**src/ces_pkg.sv**
```systemverilog
package ces_pkg;

    // ==========================================================
    // Timing
    // ==========================================================
    localparam int CLK_PERIOD_NS   = 10;        // 100 MHz system clock
    localparam int TICK_NS         = 1000000;   // Timer tick of 1 ms
    localparam int TICK_CYCLES     = TICK_NS / CLK_PERIOD_NS;
    localparam int DISCHARGE_MS    = 20;        // VBUS discharge time
    localparam int RESET_HOLD_MS   = 100;       // Switch held open, discharge included
    localparam int DISCHARGE_TICKS = DISCHARGE_MS * 1000000 / TICK_NS;
    localparam int HOLD_TICKS      = (RESET_HOLD_MS - DISCHARGE_MS) * 1000000 / TICK_NS;

    // ==========================================================
    // Profiles, in cycle order
    // ==========================================================
    localparam int       NUM_PROFILES = 9;
    localparam logic [3:0] PROF_LEG1   = 4'h0;
    localparam logic [3:0] PROF_DCP    = 4'h1;
    localparam logic [3:0] PROF_LEG2   = 4'h2;
    localparam logic [3:0] PROF_CUSTOM = 4'h8;
    localparam logic [3:0] PROF_CDP    = 4'h9;  // Only used outside the cycle
    localparam logic [3:0] STEP_LAST   = 4'h8;

    // ==========================================================
    // Current limit codes, 250 mA per step
    // ==========================================================
    localparam logic [3:0] LIMIT_1P5A  = 4'h6;

    // ==========================================================
    // Register word indices (byte address is four times index)
    // ==========================================================
    localparam logic [9:0] IDX_STATUS    = 10'h012;
    localparam logic [9:0] IDX_CTRL      = 10'h016;
    localparam logic [9:0] IDX_LIMIT     = 10'h019;
    localparam logic [9:0] IDX_TMO_BASE  = 10'h030;
    localparam logic [9:0] IDX_CUST_LIM  = 10'h051;

    // Control register fields
    localparam int CTRL_EN_LSB    = 0;   // Nine profile enables
    localparam int CTRL_FIRST_BIT = 9;   // custom_first_enable
    localparam int CTRL_RETRY_BIT = 10;  // cycle_retry_enable
    localparam int CTRL_TMO_BIT   = 11;  // Emulation timeout enable
    localparam int CTRL_HS_BIT    = 12;  // High-speed switch closed on no handshake
    localparam int FLOOR_LSB      = 2;   // accepted_floor_code bits 4..2

    // Reset values
    localparam logic [12:0] CTRL_RESET  = 13'h0CFF;
    localparam logic [3:0]  LIMIT_RESET = 4'h8;
    localparam logic [2:0]  FLOOR_RESET = 3'h0;
    localparam logic [7:0]  TMO_RESET   = 8'h0A;

    // ==========================================================
    // Types
    // ==========================================================
    typedef enum logic [2:0] {
        ST_IDLE, ST_SELECT, ST_DISCHARGE, ST_HOLD, ST_APPLY, ST_ACCEPTED, ST_NOHS
    } ces_state_t;

    typedef enum logic [2:0] {
        MODE_PASS, MODE_SDP, MODE_DCP, MODE_CDP, MODE_DCE
    } ces_mode_t;

    // APB request from the master
    typedef struct packed {
        logic        psel;
        logic        penable;
        logic        pwrite;
        logic [11:0] paddr;
        logic [31:0] pwdata;
    } ces_apb_req_t;

    // Controls toward the port power and data-pin analog
    typedef struct packed {
        logic       switchClose;   // Port power switch closed
        logic       vbusDischarge; // 100 ohm VBUS discharge path on
        logic       dataPullDown;  // 15 k pull-downs on both data pins
        logic       dataShort;     // data_short_resistor between pins
        logic       profileActive; // Profile signature driven
        logic [3:0] profileSel;    // Which profile signature
        logic       hsSwitchClose; // High-speed data switch closed
        logic       constCurrent;  // 1: constant current, 0: trip
    } ces_port_ctl_t;

endpackage

```
**src/ces_sequencer.sv**
```systemverilog
// Functional notes
// (RULE1) DCP profile: VBUS on, data short kept
// (RULE2) Cycle mode presents enabled profiles in sequence
// (RULE3) Timer per profile; accept if current high
// (RULE4) High-speed switch open while cycling
// (RULE5) Emulation reset: switch open, VBUS discharged
// (RULE6) Switch stays open for hold time
// (RULE7) Data pins pulled down during reset
// (RULE8) Fixed order, custom last, custom off
// (RULE9) Custom-first bit moves custom to front
// (RULE10) Current high at expiry accepts, stops
// (RULE11) No current at expiry: reset, next
// (RULE12) Per-profile timeout, timeout enabled by default
// (RULE13) Retry repeats cycle while power enabled
// (RULE14) No retry: raise no-handshake, end cycle
// (RULE15) Trip or constant current per mode
// (RULE16) Floor versus limit picks mode after acceptance
// (RULE17) Floor code in bits 4..2 of 51h
// (RULE18) No-handshake flag set and kept
// (RULE19) No handshake: signatures off, switch configured
// (RULE20) DCP accepted: flag, short, switch open, CC
// (RULE21) DCP rejected: move to next profile
// (RULE22) Keeps cycling with nothing attached
// (RULE23) Mode from three select controls
// (RULE24) Synchronised comparator, loaded timeout counter
// (RULE25) Skip disabled profiles, abort on power off
//
// The implementer's own choices: the APB register port and the address map.
module ces_sequencer
    import ces_pkg::*;
#(
    parameter int TICK_LEN = ces_pkg::TICK_CYCLES  // Cycles per 1 ms tick
) (
    input  wire logic                 clk,
    input  wire logic                 sys_rst,
    input  wire ces_pkg::ces_apb_req_t apbReq,
    output logic                      pready,
    output logic [31:0]               prdata,
    output logic                      pslverr,
    input  wire logic                 port_power_enable,
    input  wire logic                 mode_select_one,
    input  wire logic                 mode_select_two,
    input  wire logic                 emulation_enable,
    input  wire logic                 overThreshold,
    output ces_pkg::ces_port_ctl_t    portCtl,
    output logic                      no_handshake_flag,
    output logic                      dcpDetected
);
    import ces_pkg::*;

    // ==========================================================
    // Pin synchronisers
    // ==========================================================
    logic [4:0] pinRaw;           // Asynchronous pin group
    logic [4:0] sync1_q;          // First stage, read only by second
    logic [4:0] sync2_q;          // Second stage
    logic [4:0] sync3_q;          // Third stage
    logic [4:0] pin_q;            // Accepted levels
    assign pinRaw = {overThreshold, emulation_enable, mode_select_two,
                     mode_select_one, port_power_enable};

    // A change counts only once stages two and three agree
    always_ff @(posedge clk) begin
        if (sys_rst) begin
            sync1_q <= 5'h00;
            sync2_q <= 5'h00;
            sync3_q <= 5'h00;
            pin_q   <= 5'h00;
        end else begin
            sync1_q <= pinRaw;
            sync2_q <= sync1_q;
            sync3_q <= sync2_q;
            pin_q   <= (sync2_q & sync3_q) | (pin_q & (sync2_q | sync3_q));
        end
    end

    wire pwrEn   = pin_q[0];
    wire overCur = pin_q[4];      // Comparator sampled at expiry (RULE24)

    // ==========================================================
    // Mode decode
    // ==========================================================
    ces_mode_t mode;
    always_comb begin
        case ({pin_q[1], pin_q[2], pin_q[3]})   // RULE23
            3'b001, 3'b101: mode = MODE_DCE;
            3'b011:         mode = MODE_DCP;
            3'b100:         mode = MODE_SDP;
            3'b111:         mode = MODE_CDP;
            default:        mode = MODE_PASS;  // 010, 110 and unused 000
        endcase
    end

    // ==========================================================
    // Registers
    // ==========================================================
    logic [12:0] ctrl_q;                      // Emulation control
    logic [3:0]  limit_q;                     // current_limit_setting
    logic [2:0]  floor_q;                     // accepted_floor_code
    logic [7:0]  tmo_q [NUM_PROFILES];        // profile_timeout in ms
    logic        pready_q;
    logic [31:0] prdata_q;
    logic        pslverr_q;

    wire [9:0] idx     = apbReq.paddr[11:2];
    wire       setup   = apbReq.psel && !apbReq.penable;
    wire       wrDone  = apbReq.psel && apbReq.penable && pready_q && apbReq.pwrite;
    wire       hitTmo  = (idx >= IDX_TMO_BASE) && (idx < IDX_TMO_BASE + 10'(NUM_PROFILES));
    wire [3:0] tmoSel  = 4'(idx - IDX_TMO_BASE);
    wire       hitAny  = hitTmo || idx == IDX_STATUS || idx == IDX_CTRL
                         || idx == IDX_LIMIT || idx == IDX_CUST_LIM;
    wire [8:0] profEn  = ctrl_q[CTRL_EN_LSB +: NUM_PROFILES];
    wire       custFirst = ctrl_q[CTRL_FIRST_BIT];
    wire       retryEn = ctrl_q[CTRL_RETRY_BIT];
    wire       tmoEn   = ctrl_q[CTRL_TMO_BIT];
    wire       hsCfg   = ctrl_q[CTRL_HS_BIT];

    // Control, limit and floor registers
    always_ff @(posedge clk) begin
        if (sys_rst) begin
            ctrl_q  <= CTRL_RESET;      // Custom off, retry and timeout on  RULE8 RULE12 RULE13
            limit_q <= LIMIT_RESET;
            floor_q <= FLOOR_RESET;
        end else if (wrDone) begin
            if (idx == IDX_CTRL)
                ctrl_q <= apbReq.pwdata[12:0];
            if (idx == IDX_LIMIT)
                limit_q <= apbReq.pwdata[3:0];
            if (idx == IDX_CUST_LIM)
                floor_q <= apbReq.pwdata[FLOOR_LSB +: 3];   // RULE17
        end
    end

    // One timeout register per profile
    for (genvar g = 0; g < NUM_PROFILES; g++) begin : gTmo
        always_ff @(posedge clk) begin
            if (sys_rst)
                tmo_q[g] <= TMO_RESET;
            else if (wrDone && hitTmo && tmoSel == 4'(g))
                tmo_q[g] <= apbReq.pwdata[7:0];    // RULE12
        end
    end

    // ==========================================================
    // Sequencer state
    // ==========================================================
    ces_state_t  state_q, state_d;
    logic [3:0]  step_q, step_d;       // Position in the cycle, 0..8; 9 marks the end
    logic [15:0] cnt_q;                // Remaining ticks
    logic [31:0] pre_q;                // Tick prescaler
    logic        load;
    logic [15:0] loadVal;
    logic        noHs_q, dcp_q, noHsSet, dcpSet, cycleStart;

    // Map a cycle step to a profile; custom may be moved to the front
    function automatic logic [3:0] stepProfile(input logic [3:0] s, input logic first);
        if (!first)
            stepProfile = s;                        // RULE8
        else if (s == 4'h0)
            stepProfile = PROF_CUSTOM;              // RULE9
        else
            stepProfile = s - 4'h1;
    endfunction

    wire [3:0] curProf = stepProfile(step_q, custFirst);
    wire       expire  = (cnt_q == 16'h0000);
    wire       tick    = (pre_q == 32'(TICK_LEN - 1));
    wire       cycleOn = pwrEn && (mode == MODE_DCE);
    wire       stepEnd = (step_q > STEP_LAST);

    // Next state
    always_comb begin
        state_d    = state_q;
        step_d     = step_q;
        load       = 1'b0;
        loadVal    = 16'h0000;
        noHsSet    = 1'b0;
        dcpSet     = 1'b0;
        cycleStart = 1'b0;
        if (!cycleOn) begin
            state_d = ST_IDLE;                                  // RULE25
        end else begin
            case (state_q)
                ST_IDLE: begin
                    state_d    = ST_SELECT;                     // RULE2
                    step_d     = 4'h0;
                    cycleStart = 1'b1;
                end
                ST_SELECT: begin
                    if (stepEnd && retryEn) begin
                        step_d = 4'h0;                          // RULE13 RULE22
                    end else if (stepEnd) begin
                        state_d = ST_NOHS;                      // RULE14
                        noHsSet = 1'b1;
                    end else if (profEn[curProf]) begin
                        state_d = ST_DISCHARGE;                 // RULE5
                        load    = 1'b1;
                        loadVal = 16'(DISCHARGE_TICKS);
                    end else begin
                        step_d = step_q + 4'h1;                 // RULE25
                    end
                end
                ST_DISCHARGE: begin
                    if (expire) begin
                        state_d = ST_HOLD;                      // RULE6
                        load    = 1'b1;
                        loadVal = 16'(HOLD_TICKS);
                    end
                end
                ST_HOLD: begin
                    if (expire) begin
                        state_d = ST_APPLY;                     // RULE3
                        load    = 1'b1;
                        loadVal = {8'h00, tmo_q[curProf]};      // RULE24
                    end
                end
                ST_APPLY: begin
                    if (!tmoEn || (expire && overCur)) begin
                        state_d = ST_ACCEPTED;                  // RULE10
                        dcpSet  = (curProf == PROF_DCP);        // RULE20
                    end else if (expire) begin
                        state_d = ST_SELECT;                    // RULE11 RULE21
                        step_d  = step_q + 4'h1;
                    end
                end
                ST_ACCEPTED, ST_NOHS: state_d = state_q;
                default: state_d = ST_IDLE;
            endcase
        end
    end

    // State, step and sticky flags; a set beats a clear
    always_ff @(posedge clk) begin
        if (sys_rst) begin
            state_q <= ST_IDLE;
            step_q  <= 4'h0;
            noHs_q  <= 1'b0;
            dcp_q   <= 1'b0;
        end else begin
            state_q <= state_d;
            step_q  <= step_d;
            noHs_q  <= noHsSet || (noHs_q && !cycleStart);      // RULE18
            dcp_q   <= dcpSet || (dcp_q && !cycleStart);
        end
    end

    // Tick prescaler and loaded down-counter
    always_ff @(posedge clk) begin
        if (sys_rst) begin
            pre_q <= 32'h0000_0000;
            cnt_q <= 16'h0000;
        end else if (load) begin
            pre_q <= 32'h0000_0000;
            cnt_q <= loadVal;
        end else begin
            pre_q <= tick ? 32'h0000_0000 : pre_q + 32'h0000_0001;
            if (tick && !expire)
                cnt_q <= cnt_q - 16'h0001;
        end
    end

    // ==========================================================
    // Port controls
    // ==========================================================
    ces_port_ctl_t ctl_d, ctl_q;
    wire limitLow = (limit_q <= LIMIT_1P5A);
    wire floorCc  = limitLow && !({1'b0, floor_q} <= limit_q);  // RULE16
    wire shortProf = (curProf == PROF_DCP) || (curProf == PROF_LEG2);

    always_comb begin
        ctl_d = '0;
        case (mode)
            MODE_PASS, MODE_SDP: begin
                ctl_d.switchClose   = pwrEn;
                ctl_d.hsSwitchClose = 1'b1;                     // RULE15
            end
            MODE_DCP: begin
                ctl_d.switchClose   = pwrEn;
                ctl_d.dataShort     = 1'b1;                     // RULE1
                ctl_d.profileActive = 1'b1;
                ctl_d.profileSel    = PROF_DCP;
                ctl_d.constCurrent  = limitLow;                 // RULE15
            end
            MODE_CDP: begin
                ctl_d.switchClose   = pwrEn;
                ctl_d.profileActive = 1'b1;
                ctl_d.profileSel    = PROF_CDP;
                ctl_d.hsSwitchClose = 1'b1;
                ctl_d.constCurrent  = limitLow;
            end
            MODE_DCE: begin
                // High-speed switch stays open unless no handshake says otherwise  RULE4
                case (state_q)
                    ST_DISCHARGE: begin
                        ctl_d.vbusDischarge = 1'b1;             // RULE5
                        ctl_d.dataPullDown  = 1'b1;             // RULE7
                    end
                    ST_HOLD: ctl_d.dataPullDown = 1'b1;         // RULE6 RULE7
                    ST_APPLY, ST_ACCEPTED: begin
                        ctl_d.switchClose   = 1'b1;
                        ctl_d.profileActive = 1'b1;
                        ctl_d.profileSel    = curProf;
                        ctl_d.dataShort     = shortProf;        // RULE1 RULE20
                        ctl_d.constCurrent  = (state_q == ST_APPLY || shortProf)
                                              ? limitLow : floorCc;  // RULE15 RULE16
                    end
                    ST_NOHS: begin
                        ctl_d.switchClose   = 1'b1;             // RULE19
                        ctl_d.hsSwitchClose = hsCfg;
                        ctl_d.constCurrent  = floorCc;          // RULE16
                    end
                    default: ctl_d = '0;
                endcase
                if (!pwrEn)
                    ctl_d.switchClose = 1'b0;
            end
            default: ctl_d = '0;
        endcase
    end

    // ==========================================================
    // APB slave: zero wait, answer registered in the setup cycle
    // ==========================================================
    wire [31:0] statusWord = {16'h0000, 1'b0, tmoEn, dcp_q, noHs_q,
                              step_q, curProf, 1'b0, state_q};
    wire [31:0] rdMux = (idx == IDX_STATUS)   ? statusWord :
                        (idx == IDX_CTRL)     ? {19'h00000, ctrl_q} :
                        (idx == IDX_LIMIT)    ? {28'h0000000, limit_q} :
                        (idx == IDX_CUST_LIM) ? {27'h0000000, floor_q, 2'b00} :
                        hitTmo                ? {24'h000000, tmo_q[tmoSel]} :
                                                32'h0000_0000;

    // Outputs all leave from flip-flops
    always_ff @(posedge clk) begin
        if (sys_rst) begin
            pready_q  <= 1'b0;
            prdata_q  <= 32'h0000_0000;
            pslverr_q <= 1'b0;
            ctl_q     <= '0;
        end else begin
            pready_q  <= setup;
            prdata_q  <= setup ? rdMux : 32'h0000_0000;
            pslverr_q <= setup && !hitAny;       // Unmapped word
            ctl_q     <= ctl_d;
        end
    end

    assign pready            = pready_q;
    assign prdata            = prdata_q;
    assign pslverr           = pslverr_q;
    assign portCtl           = ctl_q;
    assign no_handshake_flag = noHs_q;
    assign dcpDetected       = dcp_q;
endmodule

```
**config.mk**
```make
export PLATFORM = sky130hd
export DESIGN_NAME = ces_sequencer
export DESIGN_NICKNAME = d
export VERILOG_FILES = /design/src/ces_pkg.sv /design/src/ces_sequencer.sv
export SDC_FILE = /design/constraint.sdc
export NUM_CORES = 1
export LEC_CHECK = 0
export BUFFER_PORTS_ARGS = -buffer_cell sky130_fd_sc_hd__buf_4
export CORE_UTILIZATION = 40
export CTS_CLUSTER_SIZE = 25
export DETAILED_ROUTE_END_ITERATION = 10
export HOLD_SLACK_MARGIN = 0.03
export PLACE_DENSITY = 0.71
export SLEW_MARGIN = 30
export SYNTH_ARGS = -nofsm -noshare
export SYNTH_HDL_FRONTEND = slang
export SYNTH_SLANG_ARGS = --single-unit
```
**constraint.sdc**
```tcl
create_clock -name clk -period 2.8 [get_ports clk]
set_clock_uncertainty 0.1 [all_clocks]
set_input_delay 0.7 -clock clk [delete_from_list [all_inputs] [get_ports clk]]
set_output_delay 0.7 -clock clk [all_outputs]
set_load 0.03 [all_outputs]
```
---- After elaboration in Yosys (flattened, before gate mapping) ----
Memories as Yosys holds them, arrays and structs flattened.
Cells that the tools add are included.
storage, ports and cells
  latch bits .............................. 0
  ROM bits ................................ 0
  memories ................................ 1
  bits in registers ....................... 142
  word-level logic and storage cells ...... 257
  input bits .............................. 54
  memory bits (writable) .................. 72
cells by class
  equal/unequal tests ..................... 39
  shift operators ......................... 0
  bitwise gates (word level) .............. 17
  multiply operators ...................... 0
  multiplexer cells ....................... 99
  reduce and logical (&&, ||, !) cells .... 64
  div/mod/pow operators ................... 0
  add/sub/neg operators ................... 5
  $lt $le $gt $ge ......................... 6
memory list
  name   depth  bits a word  rd ports  clocked after memory_dff  wr ports  line                  RTL
  tmo_q  9      8            2         0                         9         ces_sequencer.sv:100  logic [7:0] tmo_q [NUM_PROFILES];
operator list
  kind                                                count
  2-to-1 mux 8 bit                                    14
  2-to-1 mux 1 bit                                    50
  adder 32 x 1 -> 32 bit, second input constant       1
  == test 32 x 17 -> 1 bit, second input constant     1
  2-to-1 mux 16 bit                                   2
  == test 10 x 5 -> 1 bit, second input constant      3
  2-to-1 mux 4 bit                                    7
  one-hot mux 8 bit (3 select lines)                  1
  logical AND 1 bit                                   23
  == test 3 bit, second input constant                7
  2-to-1 mux 3 bit                                    7
  one-hot mux 3 bit (6 select lines)                  1
  == test 4 x 3 -> 1 bit, second input constant       4
  zero test 16 bit                                    1
  OR reduction 2 bit                                  8
  subtractor 16 x 1 -> 16 bit, second input constant  1
  == test 3 x 2 -> 1 bit, second input constant       5
  2-to-1 mux 15 bit                                   1
  2-to-1 mux 5 bit                                    3
  one-hot mux 5 bit (3 select lines)                  1
  2-to-1 mux 13 bit                                   1
  == test 4 x 2 -> 1 bit, second input constant       3
  != test 3 bit, second input constant                4
  one-hot mux 1 bit (2 select lines)                  6
  other kinds (33)                                    75

---- Longest topological paths before layout ----
  word-level depth ........................ 11
  depth in mapped cells ................... 12
  mapped depth without buffers ............ 9

---- Worst setup path before layout ----
Ideal clock, no wire load.
  kind .................................... register to register
  from .................................... register step_q[0]
  to ...................................... register cnt_q[1]
  cell stages (with the launch flop) ...... 12
  data required time ...................... 2.574 ns
  arrival ................................. 2.889 ns
  library setup time ...................... 0.126 ns
  clock period less this slack ............ 3.114 ns
  setup slack ............................. -0.314 ns
  path through ............................ dfxtp_1 clkbuf_1 inv_1 ha_1 nor3b_2 o21ai_2 clkbuf_1 mux4_2 mux2i_1 nand2_1 o211ai_1 o21ai_0
on the way
  cells in the longest elaborated chain, start to end .. 11
  elaborated cells on any way between the ends .. 21
RTL lines
  item                                                          line                                        RTL
  start, declared                                               ces_sequencer.sv:148                        logic [3:0] step_q, step_d;
  start signal, assigned                                        ces_sequencer.sv:241                        step_q <= step_d;
  subtractor 4 x 1 -> 4 bit or zero test 4 bit (tied branches)  ces_sequencer.sv:162, ces_sequencer.sv:159
  2-to-1 mux 4 bit                                              ces_sequencer.sv:159                        else if (s == 4'h0)
  2-to-1 mux 4 bit                                              ces_sequencer.sv:157                        if (!first)
  binary-select mux 1 bit (select 4 bit)                        ces_sequencer.sv:195                        end else if (profEn[curProf]) begin
  2-to-1 mux 1 bit (implied by the code)                        ces_sequencer.sv:195
  2-to-1 mux 1 bit                                              ces_sequencer.sv:195
  2-to-1 mux 1 bit                                              ces_sequencer.sv:192                        end else if (stepEnd) begin
  2-to-1 mux 1 bit                                              ces_sequencer.sv:190                        if (stepEnd && retryEn) begin
  one-hot mux 1 bit (2 select lines)                            ces_sequencer.sv:183                        case (state_q)
  2-to-1 mux 1 bit                                              ces_sequencer.sv:180                        if (!cycleOn) begin
  2-to-1 mux 16 bit or nonzero test 2 bit (tied branches)       n/a
  end signal, assigned                                          ces_sequencer.sv:254                        cnt_q <= loadVal;
  end signal, assigned                                          ces_sequencer.sv:258                        cnt_q <= cnt_q - 16'h0001;
  end, declared                                                 ces_sequencer.sv:149                        logic [15:0] cnt_q;
Several ways; a longest one is shown, not always the timed one. The select of a mux whose other input is x is not followed.
A chain may end at the register's enable or synchronous reset.

---- Worst setup path in the final report ----
  from .................................... register cnt_q[3]
  to ...................................... register cnt_q[4]
on the way
  cells in the longest elaborated chain, start to end .. 5
  elaborated cells on any way between the ends .. 14
RTL lines
  item
  parallel branches: the longest is 5 deep, another holds subtractor 16 x 1 -> 16 bit
Parallel ways; which one is timed is not known. The select of a mux whose other input is x is not followed.

==> metrics <==
Crit path depth 8; crit-path max FO 6; measured slew at the worst slew-check pin just over 500 ps; Core ar. 0.0242 mm²; startpoint types flop; post-synthesis cell type count 74; Cells after Synth 1,003; CTS H-tree depth 4; Nets around 1,200; vias in the first global route 7,767; yosys warns 0; # diodes 0; placed wire-length estimate 18,000 µm; Buf/Inv on CP 1; GR Util All Layers roughly 21%; antenna violations before repair 0; FF+latch count, synth between 150 and 200; Final Max Tran Viols 0; Synth async-reset ratio 0%; Synth Cell Area 0.00983 mm²; Worst Setup Slack post-DPL -125 ps; CTS clk-pin slew, worst paths roughly 80 ps; gpl congestion just over 0.9; Post-route DRC 0; Worst VDD drop 0.000406 V; DR vias/cell 5.54; Yosys top cell by area dfxtp_1; most common cell after layout, fill and taps aside buf_4; pin count of the biggest net entering global routing 33; clock tree buffer depth 2; final wirelength 25,200 µm; outcome finished, final reports clean; Starting Density between 40% and 50%; DIE HEIGHT 159 µm; worst min path class flop to flop; Yosys top cell area share between 20% and 30%; setup violators final 0; Root Buffer clkbuf_16; Seq/Total Area, Yosys 47.5%; Worst Reg2Reg Path Length in Cells 8; Hold Path Cell Cnt 2; commonest cells after routing, fill and taps aside 143 x buf_4, 123 x dfxtp_1, 112 x nand2_1; Final period util 97.6%; worst rel slew slack 66.0%; DR pass1 iterations 5; IO buf count 62; DR vias 8,051; wire per inst 17.4 µm; clk sinks 197; Worst path top cell family by delay simple AND/OR/NAND/NOR gates; Worst Path Arrival ~3000 ps; Cell Pwr Density 502 mW/mm²; Power, Total between 5 and 6 mW; Die Span X 159 µm; first-pass GRT wire length 40,700 µm; worst skew pair latency between 400 and 500 ps; layout cells sized above 1 22.0%; fill count 2,199; GR Overflow Total 0; CTS Hold Bufs 0; Initial DRC Count 760; TritonCTS Buffers 17; final hold viol count 0; max_cap viols 0; Setup crit end kind flop; CTS tree built; Syn Area/Cell just under 10 µm²; Hold WS approximately 350 ps; post-detailed-route count of antenna-violating nets 0; Final min period 2730 ps; cells along the critical path or3_1 -> or2_4 -> or4_4 -> or3_4 -> o311ai_4 -> buf_4 -> nor3_1 -> a211o_1; leakage power 4.44 nW; Crit path required time 3050 ps; Most used DFF post-synth dfxtp_1; post-layout util 49.1%; IO Pins between 100 and 150; fmax 366 MHz; die area 0.0252 mm²; Post-Layout Cell Count approximately 1,500; crit path max-delay cell type or4_4; EDFF count, synth 72; top area cells in the synthesized netlist dfxtp_1 25%, edfxtp_1 22%, mux4_2 6.4%, nand2_1 4.3%, and2_1 4.2%; setup slack after layout 67.9 ps; num rows 57; Layout area overhead 20.7%; Placed Cells 1,414; peak per-stage delay on the critical path 540 ps; Setup Crit Path Kind flop to flop
sequential cells by signal (all words and copies together), names as in the netlist:
signal and cells:
tmo_q 72, pre_q 32, cnt_q 16, prdata 15, ctrl_q 13, portCtl 11, pin_q 5, sync1_q 5
sync2_q 5, sync3_q 5, limit_q 4, step_q 4, floor_q 3, state_q 3, dcpDetected 1, no_handshake_flag 1
pready 1, pslverr 1
Yosys cell counts (20+ instances only):
| cell | instances |
|---|---|
| dfxtp_1 | 125 |
| nand2_1 | 113 |
| nor2_1 | 85 |
| edfxtp_1 | 72 |
| and2_1 | 66 |
| clkbuf_1 | 42 |
| nand3_1 | 37 |
| a21oi_1 | 35 |
| o21ai_0 | 35 |
| nand2b_1 | 34 |
| mux4_2 | 28 |
| nor3_1 | 28 |
| nor2b_1 | 27 |
| xnor2_1 | 25 |
| nor4_1 | 20 |
| xor2_1 | 20 |
cell families (layout without fill, tap and decap cells):
group | count (synthesis) | after routing | share of synthesized area (%)
AO/OA/AOI/OAI | 153 | 153 | 10.5
flip-flops | 197 | 197 | 47.5
buffers and inverters | 86 | 197 | 4.29
multiplexers | 48 | 48 | 8.50
AND/OR/NAND/NOR | 465 | 465 | 24.2
other | 1 | 17 | 0.0382
adder cells (fa/ha/maj) | 8 | 8 | 1.02
XOR/XNOR | 45 | 45 | 4.01
tightest hold or removal path, cell delays in order (launching register included):
cell and delay, ps:
dfxtp_1 310, nand2_1 50, a21oi_1 50
metrics by stage:
stage                     instance area [µm²]  setup TNS (ps)
after detailed placement                11100           -9230
after floorplan                          9950            -449
after global placement                  11100           -2040
final                                   11900               0
after CTS                               11700               0
after global routing                    11900          -0.143
timing repair:
item / CTS / global route
hold endpoints to repair: 0 / 0
gates resized for setup: 1 / 18
setup buffers: 2 / 6
pin swaps: 1 / 7
endpoints found under the setup margin: 33 / 49
metal layers:
layer / part of all wire, % / routed length, µm / global-route usage [%]
met1: 44 / 11000 / 27.6
met2: 46 / 11600 / 31.9
met3: 6.7 / 1700 / 3.76
met4: 3.5 / 874 / 9.53
met5: 0 / 0 / 0
power breakdown:
part           switching, mW  leakage, nW  total [mW]  internal [mW]
combinational          0.191         2.39       0.313          0.121
sequential            0.0245         1.74        3.02           3.00
clock                   1.25        0.304        2.62           1.37
path summary, 6_finish.rpt:
check	startpoint	end	slack, ps
worst max-delay path	cnt_q[3]	cnt_q[4]	70
worst max register to register	cnt_q[3]	cnt_q[4]	70
worst min-delay path	sync3_q[1]	pin_q[1]	350
worst min register to register	sync3_q[1]	pin_q[1]	350
final cells by class:
class	instances	area [µm²]	area share, %
multi-input cells	736	4930	41.6
inverters	17	63.8	0.538
flip-flops and latches	197	4670	39.3
clock buffers	17	425	3.59
clock inverters	15	203	1.71
repair buffers	148	1160	9.82
well taps	324	405	3.42
Power figures use the tool's default switching activity.
